<file path="config.mk">
export PLATFORM = sky130hd
export DESIGN_NAME = psr_controller
export DESIGN_NICKNAME = d
export VERILOG_FILES = /design/src/design/psr_pkg.sv /design/src/design/psr_controller.sv
export VERILOG_INCLUDE_DIRS = /design/src /design/src/design
export SDC_FILE = /design/constraint.sdc
export NUM_CORES = 1
export LEC_CHECK = 0
export BUFFER_PORTS_ARGS = -buffer_cell sky130_fd_sc_hd__buf_2
export CORE_UTILIZATION = 45
export DETAILED_ROUTE_END_ITERATION = 7
export HOLD_SLACK_MARGIN = 0.05
export PLACE_DENSITY = 0.74
export SLEW_MARGIN = 30
export SYNTH_ARGS = -nofsm -noshare
export SYNTH_HDL_FRONTEND = slang
export SYNTH_SLANG_ARGS = --single-unit
</file>
<file path="constraint.sdc">
create_clock -name mclk -period 5.1 [get_ports mclk]
set_input_delay 0 -clock mclk [delete_from_list [all_inputs] [get_ports mclk]]
set_output_delay 0 -clock mclk [all_outputs]
set_load 0.1 [all_outputs]
</file>
<file path="src/design/psr_params.svh">
// timing constants and field widths for the pseudo static ram controller
`ifndef PSR_PARAMS_SVH
`define PSR_PARAMS_SVH

`define PSR_CLK_NS        40
`define PSR_ADDR_W        19
`define PSR_DATA_W        8
`define PSR_ROW_W         11
`define PSR_ROWS          2048
// times in ns unless the name gives ms or us, fast grade (-80)
`define PSR_TRC_NS        130
`define PSR_TRMW_NS       180
`define PSR_TCE_NS        80
`define PSR_TP_NS         40
`define PSR_TWP_NS        25
`define PSR_TRFD_NS       40
`define PSR_TFAP_NS       30
`define PSR_TFP_NS        30
`define PSR_TFRS_NS       160
`define PSR_TREF_MS       32
`define PSR_PAUSE_US      100
// min times round up
`define PSR_CYC(ns) (((ns) + `PSR_CLK_NS - 1) / `PSR_CLK_NS)
`define PSR_CE_CYC        `PSR_CYC(`PSR_TCE_NS)
`define PSR_PRE_CYC       `PSR_CYC(`PSR_TP_NS)
`define PSR_RMW_CYC       `PSR_CYC(`PSR_TRMW_NS)
`define PSR_WP_CYC        `PSR_CYC(`PSR_TWP_NS)
`define PSR_RFD_CYC       `PSR_CYC(`PSR_TRFD_NS)
`define PSR_FAP_CYC       `PSR_CYC(`PSR_TFAP_NS)
`define PSR_FP_CYC        `PSR_CYC(`PSR_TFP_NS)
`define PSR_FC_CYC        `PSR_CYC(`PSR_TRC_NS)
`define PSR_FRS_CYC       `PSR_CYC(`PSR_TFRS_NS)
// long counts, max figures round down
`define PSR_PAUSE_CYC     ((`PSR_PAUSE_US * 1000 + `PSR_CLK_NS - 1) / `PSR_CLK_NS)
`define PSR_REFINT_CYC    ((`PSR_TREF_MS * 1000000 / `PSR_ROWS) / `PSR_CLK_NS)

`endif

</file>
<file path="src/design/psr_pkg.sv">
// types shared by the pseudo static ram controller
`default_nettype none
package psr_pkg;
    typedef enum logic [1:0] {
        PSR_OP_READ,
        PSR_OP_WRITE,
        PSR_OP_RMW
    } psr_op_e;

    typedef enum logic [3:0] {
        PSR_ST_PAUSE,
        PSR_ST_IDLE,
        PSR_ST_CE,
        PSR_ST_RMW_WR,
        PSR_ST_PRE,
        PSR_ST_RFD,
        PSR_ST_RFSH,
        PSR_ST_RFP
    } psr_state_e;
endpackage
`default_nettype wire

</file>
<file path="src/design/psr_controller.sv">
// host-side controller for an asynchronous 512k x 8 pseudo static ram
`include "psr_params.svh"
`default_nettype none

// Notes on behaviour
// - auto refresh pulse between 30 ns and 8000 ns
// - one refresh every 32 ms over 2048 rows
// - wait 160 ns after refresh pin high before selecting
// - 100 us pause with chip select high after reset
// - access cycles start at least 130 ns apart
// - read-modify-write lasts at least 180 ns
// - auto refresh requests start at least 130 ns apart
// - refresh request at least 40 ns after chip select rises
module psr_controller #(
    parameter int PAUSE_CYC  = `PSR_PAUSE_CYC,
    parameter int REFINT_CYC = `PSR_REFINT_CYC
) (
    input  wire  logic                    mclk,
    input  wire  logic                    reset,
    input  wire  logic                    reqValid,
    input  wire  psr_pkg::psr_op_e        reqOp,
    input  wire  logic [`PSR_ADDR_W-1:0]  reqAddr,
    input  wire  logic [`PSR_DATA_W-1:0]  reqWdata,
    output logic                          reqReady,
    output logic                          rspValid,
    output logic [`PSR_DATA_W-1:0]        rspRdata,
    output logic                          chipSelect_n,
    output logic                          readWrite,
    output logic                          output_gate_refresh_n,
    output logic [`PSR_ADDR_W-1:0]        addr_lines,
    input  wire  logic [`PSR_DATA_W-1:0]  data_pins_in,
    output logic [`PSR_DATA_W-1:0]        data_pins_out,
    output logic                          data_pins_oe_n
);
    import psr_pkg::*;

    localparam int CW = 32;

    typedef struct packed {
        psr_state_e                state;
        psr_op_e                   op;
        logic [CW-1:0]             cnt;
        logic [CW-1:0]             refTimer;
        logic                      refPending;
        logic                      reqReady;
        logic                      rspValid;
        logic [`PSR_DATA_W-1:0]    rdata;
        logic                      cs_n;
        logic                      rw;
        logic                      ogr_n;
        logic [`PSR_ADDR_W-1:0]    addr;
        logic [`PSR_DATA_W-1:0]    wdata;
        logic                      oe_n;
        logic [`PSR_DATA_W-1:0]    dinMeta;
        logic [`PSR_DATA_W-1:0]    din;
    } psr_state_s;

    psr_state_s cur;
    psr_state_s next_cur;

    function automatic logic [CW-1:0] cyc(input int n);
        cyc = CW'(n);
    endfunction

    // =========================================================
    // next state
    always_comb begin
        next_cur = cur;
        next_cur.rspValid = 1'b0;
        next_cur.reqReady = 1'b0;
        next_cur.dinMeta = data_pins_in;
        next_cur.din = cur.dinMeta;
        // interval timer keeps running through cycles
        if (cur.refTimer != '0) begin
            next_cur.refTimer = cur.refTimer - 1'b1;
        end else begin
            next_cur.refTimer = cyc(REFINT_CYC - 1);
            next_cur.refPending = 1'b1;
        end
        if (cur.cnt != '0) begin
            next_cur.cnt = cur.cnt - 1'b1;
        end
        unique case (cur.state)
            PSR_ST_PAUSE: begin
                // chip select stays high through power-up pause
                if (cur.cnt == '0) begin
                    next_cur.state = PSR_ST_IDLE;
                    next_cur.reqReady = !next_cur.refPending;
                end
            end
            PSR_ST_IDLE: begin
                // ready high means taken, so no request is ever lost
                if (reqValid && cur.reqReady) begin
                    next_cur.op = reqOp;
                    next_cur.addr = reqAddr;
                    next_cur.wdata = reqWdata;
                    next_cur.cs_n = 1'b0;
                    next_cur.rw = (reqOp != PSR_OP_WRITE);
                    // gate low for reads and read-modify-write
                    next_cur.ogr_n = (reqOp == PSR_OP_WRITE);
                    // drive data only in write
                    next_cur.oe_n = (reqOp != PSR_OP_WRITE);
                    next_cur.state = PSR_ST_CE;
                    next_cur.cnt = (reqOp == PSR_OP_RMW)
                        ? cyc(`PSR_RMW_CYC - `PSR_WP_CYC - 1)
                        : cyc(`PSR_CE_CYC - 1);
                end else if (cur.refPending) begin
                    // refresh wins only between cycles
                    // timer expiring in this cycle sets it again, set wins
                    next_cur.refPending = (cur.refTimer == '0);
                    next_cur.state = PSR_ST_RFSH;
                    next_cur.ogr_n = 1'b0;
                    next_cur.cnt = cyc(`PSR_FAP_CYC - 1);
                end else begin
                    // ready drops as soon as refresh falls due
                    next_cur.reqReady = !next_cur.refPending;
                end
            end
            PSR_ST_CE: begin
                if (cur.cnt == '0) begin
                    if (cur.op == PSR_OP_RMW) begin
                        // read half done, turn bus and pulse write
                        next_cur.rdata = cur.din;
                        next_cur.ogr_n = 1'b1;
                        next_cur.rw = 1'b0;
                        next_cur.oe_n = 1'b0;
                        next_cur.state = PSR_ST_RMW_WR;
                        next_cur.cnt = cyc(`PSR_WP_CYC - 1);
                    end else begin
                        // data stays driven one edge past cs rise
                        next_cur.cs_n = 1'b1;
                        next_cur.rw = 1'b1;
                        next_cur.ogr_n = 1'b1;
                        next_cur.state = PSR_ST_PRE;
                        // precharge pads cycle to trc
                        next_cur.cnt = cyc(`PSR_FC_CYC - `PSR_CE_CYC - 1);
                    end
                end
            end
            PSR_ST_RMW_WR: begin
                if (cur.cnt == '0) begin
                    next_cur.cs_n = 1'b1;
                    next_cur.rw = 1'b1;
                    next_cur.rspValid = 1'b1;
                    next_cur.state = PSR_ST_PRE;
                    next_cur.cnt = cyc(`PSR_PRE_CYC - 1);
                end
            end
            PSR_ST_PRE: begin
                next_cur.oe_n = 1'b1;
                if (cur.cnt == '0) begin
                    // synchroniser now holds the last pin sample taken while
                    // still selected; an earlier one beats the access time
                    if (cur.op == PSR_OP_READ) begin
                        next_cur.rdata = cur.din;
                        next_cur.rspValid = 1'b1;
                    end
                    // keep refresh request 40 ns clear of cs
                    next_cur.state = PSR_ST_RFD;
                    next_cur.cnt = cyc(`PSR_RFD_CYC - 1);
                end
            end
            PSR_ST_RFD: begin
                if (cur.cnt == '0) begin
                    next_cur.state = PSR_ST_IDLE;
                    next_cur.reqReady = !next_cur.refPending;
                end
            end
            PSR_ST_RFSH: begin
                // short auto pulse, internal counter picks row
                if (cur.cnt == '0) begin
                    next_cur.ogr_n = 1'b1;
                    next_cur.state = PSR_ST_RFP;
                    // tfc spacing and trfs guard both met
                    next_cur.cnt = cyc(`PSR_FRS_CYC - 1);
                end
            end
            PSR_ST_RFP: begin
                if (cur.cnt == '0) begin
                    next_cur.state = PSR_ST_IDLE;
                    next_cur.reqReady = !next_cur.refPending;
                end
            end
            default: next_cur.state = PSR_ST_IDLE;
        endcase
    end

    // =========================================================
    // state register
    always_ff @(posedge mclk) begin
        if (reset) begin
            cur <= '0;
            cur.state <= PSR_ST_PAUSE;
            cur.op <= PSR_OP_READ;
            cur.cnt <= CW'(PAUSE_CYC - 1);
            cur.refTimer <= CW'(REFINT_CYC - 1);
            cur.cs_n <= 1'b1;
            cur.rw <= 1'b1;
            cur.ogr_n <= 1'b1;
            cur.oe_n <= 1'b1;
        end else begin
            cur <= next_cur;
        end
    end

    assign reqReady = cur.reqReady;
    assign rspValid = cur.rspValid;
    assign rspRdata = cur.rdata;
    assign chipSelect_n = cur.cs_n;
    assign readWrite = cur.rw;
    assign output_gate_refresh_n = cur.ogr_n;
    assign addr_lines = cur.addr;
    assign data_pins_out = cur.wdata;
    assign data_pins_oe_n = cur.oe_n;

    // =========================================================
    // assertions
    a_pause_cs_high: assert property (@(posedge mclk) disable iff (reset)
        cur.state == PSR_ST_PAUSE |-> cur.cs_n)
        else $error("chip select low during pause");
    a_refresh_cs_high: assert property (@(posedge mclk) disable iff (reset)
        !cur.cs_n |-> !(cur.state inside {PSR_ST_RFSH, PSR_ST_RFP}))
        else $error("refresh with chip select low");
    a_addr_stable: assert property (@(posedge mclk) disable iff (reset)
        !cur.cs_n && !$past(cur.cs_n) |-> $stable(cur.addr))
        else $error("address moved while selected");
    a_data_drive: assert property (@(posedge mclk) disable iff (reset)
        !cur.oe_n && !cur.cs_n |-> !cur.rw)
        else $error("data driven during read");
    a_take_on_ready: assert property (@(posedge mclk) disable iff (reset)
        reqValid && cur.reqReady |=> cur.state == PSR_ST_CE)
        else $error("request dropped while ready");
    a_cs_width: assert property (@(posedge mclk) disable iff (reset)
        $fell(cur.cs_n) |-> !cur.cs_n [*2])
        else $error("chip select pulse too short");
    a_cs_spacing: assert property (@(posedge mclk) disable iff (reset)
        $rose(cur.cs_n) |-> cur.cs_n [*2])
        else $error("precharge too short");
    a_rfd_gap: assert property (@(posedge mclk) disable iff (reset)
        $rose(cur.cs_n) |-> cur.ogr_n [*2])
        else $error("refresh too soon after chip select");
    a_frs_gap: assert property (@(posedge mclk) disable iff (reset)
        $rose(cur.ogr_n) && cur.cs_n && cur.state == PSR_ST_RFP
        |-> cur.cs_n [*4])
        else $error("chip select too soon after refresh");
    a_rmw_len: assert property (@(posedge mclk) disable iff (reset)
        $fell(cur.cs_n) && cur.op == PSR_OP_RMW |-> !cur.cs_n [*5])
        else $error("read modify write too short");

    c_read: cover property (@(posedge mclk) rspValid && cur.op == PSR_OP_READ);
    c_write: cover property (@(posedge mclk)
        rspValid == 1'b0 && $rose(cur.cs_n) && cur.op == PSR_OP_WRITE);
    c_rmw: cover property (@(posedge mclk) rspValid && cur.op == PSR_OP_RMW);
    c_refresh: cover property (@(posedge mclk) $fell(cur.ogr_n) && cur.cs_n);
endmodule
`default_nettype wire

</file>
# Word-level counts from Yosys, hierarchy flattened
# Index checks and enable logic that the tools add are counted.
[word_totals]
register_bits = 128
latchBits = 0
mem_bits_rw = 0
rom_bits = 0
in_bits = 40
output_inout_bits = 41
word_cells = 107
n_memories = 0
[op_classes]
add_sub_neg = 2
n_mul = 0
div_mod_pow = 0
order_cmp = 0
eq_ne = 21
shift = 0
mux = 45
bitwise_logic = 1
reduce_logical = 22
[ops]
columns = ["op", "n"]
rows = [
  ["32-bit two-way mux", 6],
  ["32-bit one-hot mux with 4 select lines", 1],
  ["32-bit logical NOT", 2],
  ["32-bit nonzero test", 2],
  ["32-bit by 1-bit subtractor with 32-bit output, second input constant", 2],
  ["4-bit two-way mux", 7],
  ["4-bit one-hot mux with 6 select lines", 1],
  ["9-bit two-way mux", 2],
  ["4-bit by 3-bit == test with 1-bit output, second input constant", 4],
  ["2-bit != test, second input constant", 8],
  ["8-bit one-hot mux with 2 select lines", 1],
  ["1-bit two-way mux", 14],
  ["4-bit AND reduction", 3],
  ["11-bit two-way mux", 1],
  ["2-bit two-way mux", 5],
  ["5-bit AND reduction", 2],
  ["3-bit nonzero test", 3],
  ["4-bit by 2-bit == test with 1-bit output, second input constant", 2],
  ["8-bit two-way mux", 1],
  ["1-bit one-hot mux with 3 select lines", 2],
  ["2-bit one-hot mux with 3 select lines", 1],
  ["6-bit AND reduction", 1],
  ["2-bit == test, second input constant", 2],
  ["4-bit by 1-bit == test with 1-bit output, second input constant", 1],
  ["other kinds (14)", 17],
]

# Logic depth before layout (Yosys ltp)
# Gate-level depths: netlist (run 1).
[logic_depth]
ltp_word = 6
ltp_mapped = 12
mapped_depth_nobuf = 12

# Worst setup path after synthesis (run 1)
# No wires, ideal clock.
[synth_timing]
kind = "flip-flop to flip-flop"
from = "reg cur[100] (netlist bit)"
to = "reg cur[90] (netlist bit)"
setup_ns = 0.137
arrival_time_ns = 2.702
required_time_ns = 4.963
path_slack_ns = 2.261
path_stages_with_launch = 12
n_path_buf = 1
period_less_slack_ns = 2.839
cell_sequence = "dfxtp_1 nor4_1 nand4_1 clkbuf_1 nor3_1 inv_1 ha_1 inv_1 a221oi_1 a21oi_1 a2111oi_0 o31ai_1"
[synth_between]
elab_chain_cells = 5
word_cells_on_any_way = 9
classes_between = "mux: 7; reduce/logical: 2"
[synth_lines]
columns = ["element", "line", "text"]
rows = [
  ["from (decl)", "psr_controller.sv:58", "psr_state_s cur;"],
  ["from (signal assigned)", "psr_controller.sv:202", "cur <= next_cur;"],
  ["32-bit nonzero test", "psr_controller.sv:80", "if (cur.cnt != '0) begin"],
  ["32-bit two-way mux", "psr_controller.sv:80", ""],
  ["32-bit two-way mux", "psr_controller.sv:107", "end else if (cur.refPending) begin"],
  ["32-bit two-way mux", "psr_controller.sv:93", "if (reqValid && cur.reqReady) begin"],
  ["32-bit one-hot mux with 4 select lines *", "psr_controller.sv:83", "unique case (cur.state)"],
]
# Mark *: on every way between the ends. The rest lies on a longest branch, timed or not.
# A chain may end at the register's enable or synchronous reset.

# Worst setup path in the final report (run 1)
# Same ends and word-level chain as after synthesis.

==> results.ini, run 1 <==
[logic_synthesis]
syn_area_mm2=0.00568
yosysWarnings=0
synth_area_leaders=dfxtp_1 (45%), a21oi_1 (6.1%), nand2_1 (5.7%)
yosysUniqueCellTypes=55
syn-mean-instance-area_um2=8.51
ys.flop_type=dfxtp_1
syn-num-nets=714
synth-simple-area-share=0.268
ys_ff_latch=127
synth_compound_area_frac=0.128
synth_adder_area_share=0.0132
async_reset_ff_frac=0
yosysTopAreaCell=dfxtp_1
synthXorXnorAreaFrac=0.0508
synth.top_cell.area_share=0.447
synth_edf_count=0
muxShareOfSynthArea=0.0176
yosysSeqAreaShare=0.447
syn_inst=668
synth_top_family_by_area=simple AND/OR/NAND/NOR gates

[timing]
final-max-slew-violation-count=0
fin_crit_sh=0.677
worst_pin_slew_ns=0.849
clock_skew_ns=0.00635
rsz0062_at_grt=false
setup_viol=0
period_minus_slack_ns=3.45
max_freq_mhz=290
finalHoldViolations=0
postLayoutSetupSlackWorst_ns=1.65
relSlewSlack=0.426
tns_ns=0
whs_ns=0.199

[cts]
ctsRootBufferMaster=clkbuf_16
cts_max_level=4
cts_tree=yes
cts_buffer_depth=2
clock_latency_ns=0.42
cts.sinks=127
cts_buffers=17
cts.clk_slew.worst_paths_ns=0.06

[layout]
area_delta_synth_final_pct=22.6
seqCellArea_mm2=0.00254
nNetsFinal=788
num_antenna_cells=0
multi_input_area_mm2=0.00272
stdcell_count=923
final_cell_mix=dfxtp_1 (127), nand2_1 (84), buf_2 (80)
mostFrequentLayoutCell=dfxtp_1
final_area_mm2=0.00697
drive_above_1_share=0.184
fill_cells=1028

[flow_run]
drv_cap=0

[die]
num_io_pins=81
rows=40
start_util=0.467
die_area_mm2=0.0131
die_height_um=114
die-width_um=114
core_area_mm2=0.0122

[critical_path]
cp.required_ns=5.39
crit_path_end_kind=register
cp.arrival_ns=3.74
crit_fanout=11
crit_path_start_kind=register
critPathKind=register to register

[global_route]
antenna_found_initial=0
grt_pass1_wl_um=21400
grt_max_degree=68
grt-ovfl-total=0
grt_pass1_vias=4771
gr-usage-all-layers=0.207

[placement]
dp_hpwl_um=8040
place_congestion=0.864
place_ws_ns=1.66
place_area_mm2=0.00594
place_inst=853
portBuffers=80

[detailed_routing]
route.vias.total=4918
via_per_inst=5.33
routed_wl_um=13100
drt_iter0_drc=339
post-route-drc-count=0
detail-route-antenna-nets=0
dr.pass1.iters=5
wire_per_inst_um=14.2

[run_status]
run_status=complete, no violations

[power]
vdd_drop_max_mv=0.201
p_per_area_mw_per_mm2=346
leakage_nw=2.68

[min_path]
hold_class=input port to register

## final cells by class
cell class,count,area share
sequential,127,0.365
clock buffer,19,0.0650
clock inverter,13,0.0268
multi-input combinational,464,0.391
inverter,9,0.00485
tap,168,0.0302
timing repair buffer,123,0.117
## synthesized netlist by cell type, types with 2 or more instances
cell / n
or4b_1: 2
nor4_1: 11
a21oi_1: 69
or3_1: 14
nand2b_1: 8
and2_1: 2
or4_2: 3
or3b_2: 2
nor2b_1: 17
dfxtp_1: 127
or2_2: 6
nand3_1: 15
nor4b_1: 3
o31ai_1: 13
a31oi_1: 2
nor3_1: 15
nor2_1: 61
nand3b_1: 2
or4_1: 17
xor2_1: 16
o41ai_1: 5
xnor2_1: 17
nor3b_1: 6
clkbuf_1: 30
and3_1: 2
nand4_1: 9
ha_1: 6
inv_1: 9
buf_4: 35
o21ai_0: 19
mux2i_1: 10
nor4_2: 2
nand2_1: 86
a211oi_1: 6
## power by group
part           internal [mW]  switching [mW]  leakage (nW)
clock                  0.844           0.442         0.302
combinational         0.0523          0.0526          1.35
sequential              1.01          0.0118          1.03
total                   1.90           0.507          2.68
## logic make-up after synthesis
| kind of cell | count (synthesis) |
|---|---|
| muxes | 10 |
| AOI/OAI and AO/OA | 124 |
| DFF | 127 |
| adders and majority gates | 6 |
| xor gates and xnor gates | 33 |
| and+or+nand+nor | 291 |
| buffers and inverters | 77 |
## per-stage QoR
step / total power, mW / utilization
3_5_place_dp: 1.12 / 0.488
3_3_place_gp: 1.11 / 0.488
2_1_floorplan: 1.09 / -
6_report: 2.41 / 0.573
5_1_grt: 2.49 / 0.573
4_1_cts: 2.43 / 0.572
## critical path, stage by stage (launching register included)
cell and delay, ns:
dfxtp_1 0.34, nor4_1 0.55, nand4_1 0.56, nor3_1 0.49
inv_1 0.17, ha_1 0.33, inv_1 0.06, a221oi_1 0.29
a21oi_1 0.06, a2111oi_0 0.36, o31ai_1 0.12
## worst paths after layout
path,from,end,cells after the start,slack [ns]
hold reg to reg,cur[12],cur[4],1,0.44
hold / removal,reset,rspRdata[1],3,0.20
setup reg to reg,cur[100],cur[90],10,1.65
setup / recovery,cur[100],cur[90],10,1.65
## registers in the layout, summed over array words and instances, names as in the netlist
register	flops
rspValid	1
rspRdata	8
output_gate_refresh_n	1
chipSelect_n	1
reqReady	1
addr_lines	19
data_pins_oe_n	1
data_pins_out	8
cur	86
readWrite	1
## routing by layer
layer  global-route usage  part of all wire  wire (um)  vias to the layer above
met2                0.364              0.50       6570                      148
met4               0.0892             0.015        200                        0
met5                    0                 0          0                        -
met3               0.0630             0.054        701                       27
met1                0.231              0.43       5590                     2275
li1                     -                 -          -                     2468
## repair_timing
action | in CTS | in global routing
hold buffers | 38 | 0
buffers inserted | 0 | 0
resized for setup | 0 | 0
hold endpoints to repair | 41 | 0
No activity file was read; power rests on OpenSTA's default activity.
==> run 2: changes to the inputs <==
--- a/config.mk
+++ b/config.mk
@@ -6,6 +6,7 @@
 export SDC_FILE = /design/constraint.sdc
 export NUM_CORES = 1
 export LEC_CHECK = 0
+export ABC_AREA = 1
 export BUFFER_PORTS_ARGS = -buffer_cell sky130_fd_sc_hd__buf_2
 export CORE_UTILIZATION = 45
 export DETAILED_ROUTE_END_ITERATION = 7
==> constraint.sdc (replaced) <==
create_clock -name mclk -period 3.6 [get_ports mclk]
set_input_delay 0 -clock mclk [delete_from_list [all_inputs] [get_ports mclk]]
set_output_delay 0 -clock mclk [all_outputs]
set_load 0.1 [all_outputs]
==> results.ini, run 2 <==
[min_path]
hold_class=input port to register  ; unchanged

[logic_synthesis]
synth.top_cell.area_share=0.397  ; was 0.447
ys.flop_type=dfxtp_1  ; unchanged
synth_edf_count=0  ; unchanged
syn_inst=920  ; was 668
synthMostInstantiatedCell=nor2_1  ; was dfxtp_1
ys_ff_latch=127  ; unchanged
async_reset_ff_frac=0  ; unchanged
synth_commonest_cells=nor2_1 (224), nand2_1 (167), dfxtp_1 (127), inv_1 (87), nand3_1 (51)  ; was dfxtp_1 (127), nand2_1 (86), a21oi_1 (69), nor2_1 (61), buf_4 (35)
synth_area_leaders=dfxtp_1 (40%), nor2_1 (13%), nand2_1 (9.8%)  ; was dfxtp_1 (45%), a21oi_1 (6.1%), nand2_1 (5.7%)
yosysSeqAreaShare=0.397  ; was 0.447
syn-num-nets=966  ; was 714
yosysWarnings=0  ; unchanged
syn_area_mm2=0.00640  ; was 0.00568 mm^2
yosysUniqueCellTypes=40  ; was 55
yosysTopAreaCell=dfxtp_1  ; unchanged
syn-mean-instance-area_um2=6.95  ; was 8.51 um^2

[detailed_routing]
route.vias.total=5905  ; was 4918
dr.pass1.iters=5  ; unchanged
routed_wl_um=14900  ; was 13100 um
post-route-drc-count=0  ; unchanged
detail-route-antenna-nets=0  ; unchanged
wire_per_inst_um=12.4  ; was 14.2 um
via_per_inst=4.91  ; was 5.33
drt_iter0_drc=338  ; was 339

[cts]
cts_resized=0  ; unchanged
clock_latency_ns=0.42  ; about the same
cts_buffers=17  ; unchanged
cts.sinks=127  ; unchanged
cts_tree=yes  ; unchanged
ctsRootBufferMaster=clkbuf_16  ; unchanged
ctsHoldBuffers=44  ; was 38
cts_buffer_depth=2  ; unchanged
cts_setup_buffers=0  ; unchanged
cts_max_level=4  ; unchanged
cts.clk_slew.worst_paths_ns=0.06  ; about the same

[global_route]
grt_pass1_vias=5424  ; was 4771
busiest_layer=met2  ; unchanged
grt_util_met2=0.359  ; was 0.364
grt-ovfl-total=0  ; unchanged
grt_max_degree=37  ; was 68
grt_util_met1=0.252  ; was 0.231
grt_pass1_wl_um=24500  ; was 21400 um
use_met3=0.0526  ; was 0.0630
antenna_found_initial=0  ; unchanged
gr-usage-all-layers=0.211  ; was 0.207

[die]
num_io_pins=81  ; unchanged
die_area_mm2=0.0147  ; was 0.0131 mm^2
rows=43  ; was 40
start_util=0.461  ; was 0.467
die_height_um=121  ; was 114 um
core_area_mm2=0.0139  ; was 0.0122 mm^2
die-width_um=121  ; was 114 um

[critical_path]
crit_path_end_kind=register  ; unchanged
crit_fanout=28  ; was 11
cp_slowest_cell=o21ai_0  ; was nand4_1
path_cells=inv_1, ha_1, nand2_1, nor2_1, nand2_2, nor2_8, inv_2, o21ai_0, a21oi_1, nor2_1  ; was nor4_1, nand4_1, nor3_1, inv_1, ha_1, inv_1, a221oi_1, a21oi_1, a2111oi_0, o31ai_1
crit_path_start_kind=register  ; unchanged
regToRegSetupSlack_ns=1.36  ; was 1.65 ns
critPathMaxStageDelay_ns=0.39  ; was 0.56 ns
critPathKind=register to register  ; unchanged
path_buf_inv=2  ; unchanged
crit_top_cell=nor2_1  ; was inv_1
cp.required_ns=3.96  ; was 5.39 ns
cp.arrival_ns=2.60  ; was 3.74 ns
critical-path-top-delay-family=simple AND/OR/NAND/NOR gates  ; unchanged

[timing]
worst_pin_slew_ns=0.805  ; was 0.849 ns
rsz0062_at_grt=false  ; unchanged
relSlewSlack=0.462  ; was 0.426
period_minus_slack_ns=2.24  ; was 3.45 ns
clock_skew_ns=0.00986  ; was 0.00635 ns
tns_ns=0  ; unchanged
max_freq_mhz=447  ; was 290 MHz
final-max-slew-violation-count=0  ; unchanged
fin_crit_sh=0.622  ; was 0.677
setup_viol=0  ; unchanged
finalHoldViolations=0  ; unchanged

[layout]
drive_above_1_share=0.171  ; was 0.184
nNetsFinal=1055  ; was 788
largest_register_ffs=86  ; unchanged
area_delta_synth_final_pct=20.7  ; was 22.6%
mostFrequentLayoutCell=nor2_1  ; was dfxtp_1
utilization=0.556  ; was 0.573
num_antenna_cells=0  ; unchanged
final_area_mm2=0.00772  ; was 0.00697 mm^2
largest-register=cur  ; unchanged
final_cell_mix=nor2_1 (224), nand2_1 (167), dfxtp_1 (127)  ; was dfxtp_1 (127), nand2_1 (84), buf_2 (80)

[placement]
dp_hpwl_um=9630  ; was 8040 um
portBuffers=80  ; unchanged
place_congestion=0.937  ; was 0.864
place_area_mm2=0.00666  ; was 0.00594 mm^2

[power]
p_per_area_mw_per_mm2=438  ; was 346 mW/mm^2
vdd_drop_max_mv=0.377  ; was 0.201 mV
leakage_nw=3.62  ; was 2.68 nW

[flow_run]
drv_cap=0  ; unchanged

[run_status]
run_status=complete, no violations  ; unchanged

## run 2: stage by stage
stage | power [mW] | hold WS (ns) | instances | setup WS (ns)
finish | 3.38 | 0.192 | 1202 | 1.36
global route | 3.50 | 0.228 | 1202 | 1.08
CTS | 3.40 | 0.162 | 1202 | 1.35
detailed placement | 1.60 | 0.208 | 1126 | 1.36
global placement | 1.60 | 0.199 | 1126 | 1.42
floorplan | 1.56 | 0.107 | 920 | 1.60
## run 2: worst paths after layout
check | startpoint | endpoint | cells past startpoint
setup / recovery | cur[90] | rspRdata[3] | 10
hold / removal | reqValid | output_gate_refresh_n | 7
setup reg to reg | cur[90] | rspRdata[3] | 10
hold reg to reg | cur[13] | cur[5] | 2
## run 2: kinds of logic after synthesis
group / count (synthesis) / synth area share
AOI/OAI and AO/OA: 76 / 0.0688
xor gates and xnor gates: 27 / 0.0370
adders and majority gates: 6 / 0.0117
buffers and inverters: 149 / 0.115
DFF: 127 / 0.397
and+or+nand+nor: 535 / 0.370
## run 2: worst reg2reg max path: stages (launching register included)
cell and delay [ns]:
dfxtp_1 0.33, inv_1 0.20, ha_1 0.21, nand2_1 0.05, nor2_1 0.14, nand2_2 0.11, nor2_8 0.26, inv_2 0.28
o21ai_0 0.39, a21oi_1 0.11, nor2_1 0.11
## run 2: area by class of cell
type                            instances  area, um^2
Tap cell                              180         225
Fill cell                            1283        6160
Multi-Input combinational cell        644        3120
Timing Repair Buffer                  128         871
Sequential cell                       127        2540
Inverter                               91         342
Clock buffer                           22         484
Clock inverter                         10         134
## run 2: layer usage
layer / vias up / routed length, um
met3: 31 / 638
met1: 2697 / 6640
met5: - / 0
li1: 3043 / -
met4: 0 / 298
met2: 134 / 7330
## run 2: where the power goes
part	internal, mW	switching (mW)
clock network	1.16	0.612
registers	1.43	0.0131
logic	0.0834	0.0919
==> run 3: changes to the inputs <==
--- a/config.mk
+++ b/config.mk
@@ -11,7 +11,7 @@
 export CORE_UTILIZATION = 45
 export DETAILED_ROUTE_END_ITERATION = 7
 export HOLD_SLACK_MARGIN = 0.05
-export PLACE_DENSITY = 0.74
+export PLACE_DENSITY = 0.76
 export SLEW_MARGIN = 30
 export SYNTH_ARGS = -nofsm -noshare
 export SYNTH_HDL_FRONTEND = slang
==> constraint.sdc (replaced) <==
create_clock -name mclk -period 1.9 [get_ports mclk]
set_input_delay 0 -clock mclk [delete_from_list [all_inputs] [get_ports mclk]]
set_output_delay 0 -clock mclk [all_outputs]
set_load 0.1 [all_outputs]
==> results.ini, run 3 (synthesized netlist as in run 2, its figures left out) <==
[run_status]
run_status=complete, no violations  ; unchanged

[die]
core_area_mm2=0.0139  ; unchanged
die_area_mm2=0.0147  ; unchanged
die_height_um=121  ; unchanged
start_util=0.461  ; unchanged
num_io_pins=81  ; unchanged
die-width_um=121  ; unchanged
rows=43  ; unchanged

[layout]
area_delta_synth_final_pct=25.9  ; was 20.7%
largest_register_ffs=86  ; unchanged
nNetsFinal=1086  ; was 1055
drive_above_1_share=0.217  ; was 0.171
largest-register=cur  ; unchanged
stdcell_count=1231  ; was 1202
final_area_mm2=0.00805  ; was 0.00772 mm^2
mostFrequentLayoutCell=nor2_1  ; unchanged
utilization=0.580  ; was 0.556
final_cell_mix=nor2_1 (215), nand2_1 (162), dfxtp_1 (125)  ; was nor2_1 (224), nand2_1 (167), dfxtp_1 (127)
num_antenna_cells=0  ; unchanged

[placement]
dp_hpwl_um=10300  ; was 9630 um
place_inst=1158  ; was 1126
place_congestion=0.924  ; was 0.937
place_ws_ns=-0.00794  ; was 1.36 ns
portBuffers=80  ; unchanged
place_area_mm2=0.00698  ; was 0.00666 mm^2

[detailed_routing]
dr_wl_met3_um=828  ; was 638 um
route.vias.total=6123  ; was 5905
detail-route-antenna-nets=0  ; unchanged
drt_iter0_drc=406  ; was 338
wl_met2_um=7630  ; was 7330 um
post-route-drc-count=0  ; unchanged
routed_wl_um=15800  ; was 14900 um
dr.pass1.iters=5  ; unchanged
via_per_inst=4.97  ; was 4.91
drt-met1-wl_um=6890  ; was 6640 um
wire_per_inst_um=12.8  ; was 12.4 um
top_layer=met4  ; unchanged

[global_route]
grt-ovfl-total=0  ; unchanged
gr-usage-all-layers=0.214  ; was 0.211
grt_max_degree=32  ; was 37
grt_pass1_wl_um=24700  ; was 24500 um
grt_pass1_vias=5412  ; was 5424
antenna_found_initial=0  ; unchanged

[critical_path]
cp.required_ns=2.20  ; was 3.96 ns
critPathKind=register to register  ; unchanged
crit_path_end_kind=register  ; unchanged
crit_fanout=4  ; was 28
cp.arrival_ns=2.16  ; was 2.60 ns
crit_path_start_kind=register  ; unchanged

[power]
p_per_area_mw_per_mm2=779  ; was 438 mW/mm^2
leakage_nw=3.78  ; was 3.62 nW
power.total_mw=6.27  ; was 3.38 mW
vdd_drop_max_mv=0.752  ; was 0.377 mV

[timing]
worst_pin_slew_ns=0.544  ; was 0.805 ns
relSlewSlack=0.637  ; was 0.462
period_minus_slack_ns=1.87  ; was 2.24 ns
clock_skew_ns=0.00490  ; was 0.00986 ns
whs_ns=0.0753  ; was 0.192 ns
final-max-slew-violation-count=0  ; unchanged
max_freq_mhz=536  ; was 447 MHz
finalHoldViolations=0  ; unchanged
rsz0062_at_grt=true  ; was false
postLayoutSetupSlackWorst_ns=0.0342  ; was 1.36 ns
tns_ns=0  ; unchanged
setup_viol=0  ; unchanged
fin_crit_sh=0.982  ; was 0.622

[cts]
cts.clk_slew.worst_paths_ns=0.05  ; was 0.06 ns
ctsRootBufferMaster=clkbuf_16  ; unchanged
clock_latency_ns=0.42  ; about the same
cts.sinks=127  ; unchanged
cts_max_level=4  ; unchanged
cts_buffers=17  ; unchanged
cts_tree=yes  ; unchanged
cts_buffer_depth=2  ; unchanged

[flow_run]
drv_cap=0  ; unchanged

[min_path]
hold_class=input port to register  ; unchanged

[run 3: layer usage]
metal / track usage / vias up
met2: 0.360 / 197
met5: 0 / -
met3: 0.0479 / 46
li1: - / 3105
met1: 0.259 / 2775
met4: 0.0972 / 0
[run 3: path summary, 6_finish.rpt]
kind | start | end | slack (ns) | cells past startpoint
min | reset | cur[0] | 0.08 | 3
max reg2reg | cur[92] | cur[90] | 0.03 | 8
min reg2reg | cur[58] | cur[58] | 0.39 | 1
max | cur[92] | cur[90] | 0.03 | 8
[run 3: critical path, stage by stage (launching register included)]
cell and delay (ns):
dfxtp_1 0.34, nor2_2 0.17, inv_1 0.10, nor3b_2 0.29
nand4_4 0.18, ha_4 0.30, nor3_1 0.04, a211oi_1 0.22
nand3_1 0.10
[run 3: cell type report]
class / count / area [um^2]
Timing Repair Buffer: 159 / 1180
Clock inverter: 6 / 82.6
Sequential cell: 127 / 2540
Tap cell: 180 / 225
Clock buffer: 24 / 492
Fill cell: 1199 / 5830
Multi-Input combinational cell: 644 / 3190
Inverter: 91 / 342
[run 3: what timing repair did]
action / CTS / global route
hold endpoints to repair: 38 / 0
gates cloned: 0 / 1
resized for setup: 1 / 20
endpoints found under the setup margin: 1 / 42
hold buffers: 37 / 0
setup buffers: 0 / 5
pin swaps: 0 / 7
[run 3: report_power, final]
group          internal, mW  switching, mW  leakage (nW)
clock network          2.05           1.13         0.282
logic                 0.185          0.189          2.47
registers              2.70         0.0220          1.03
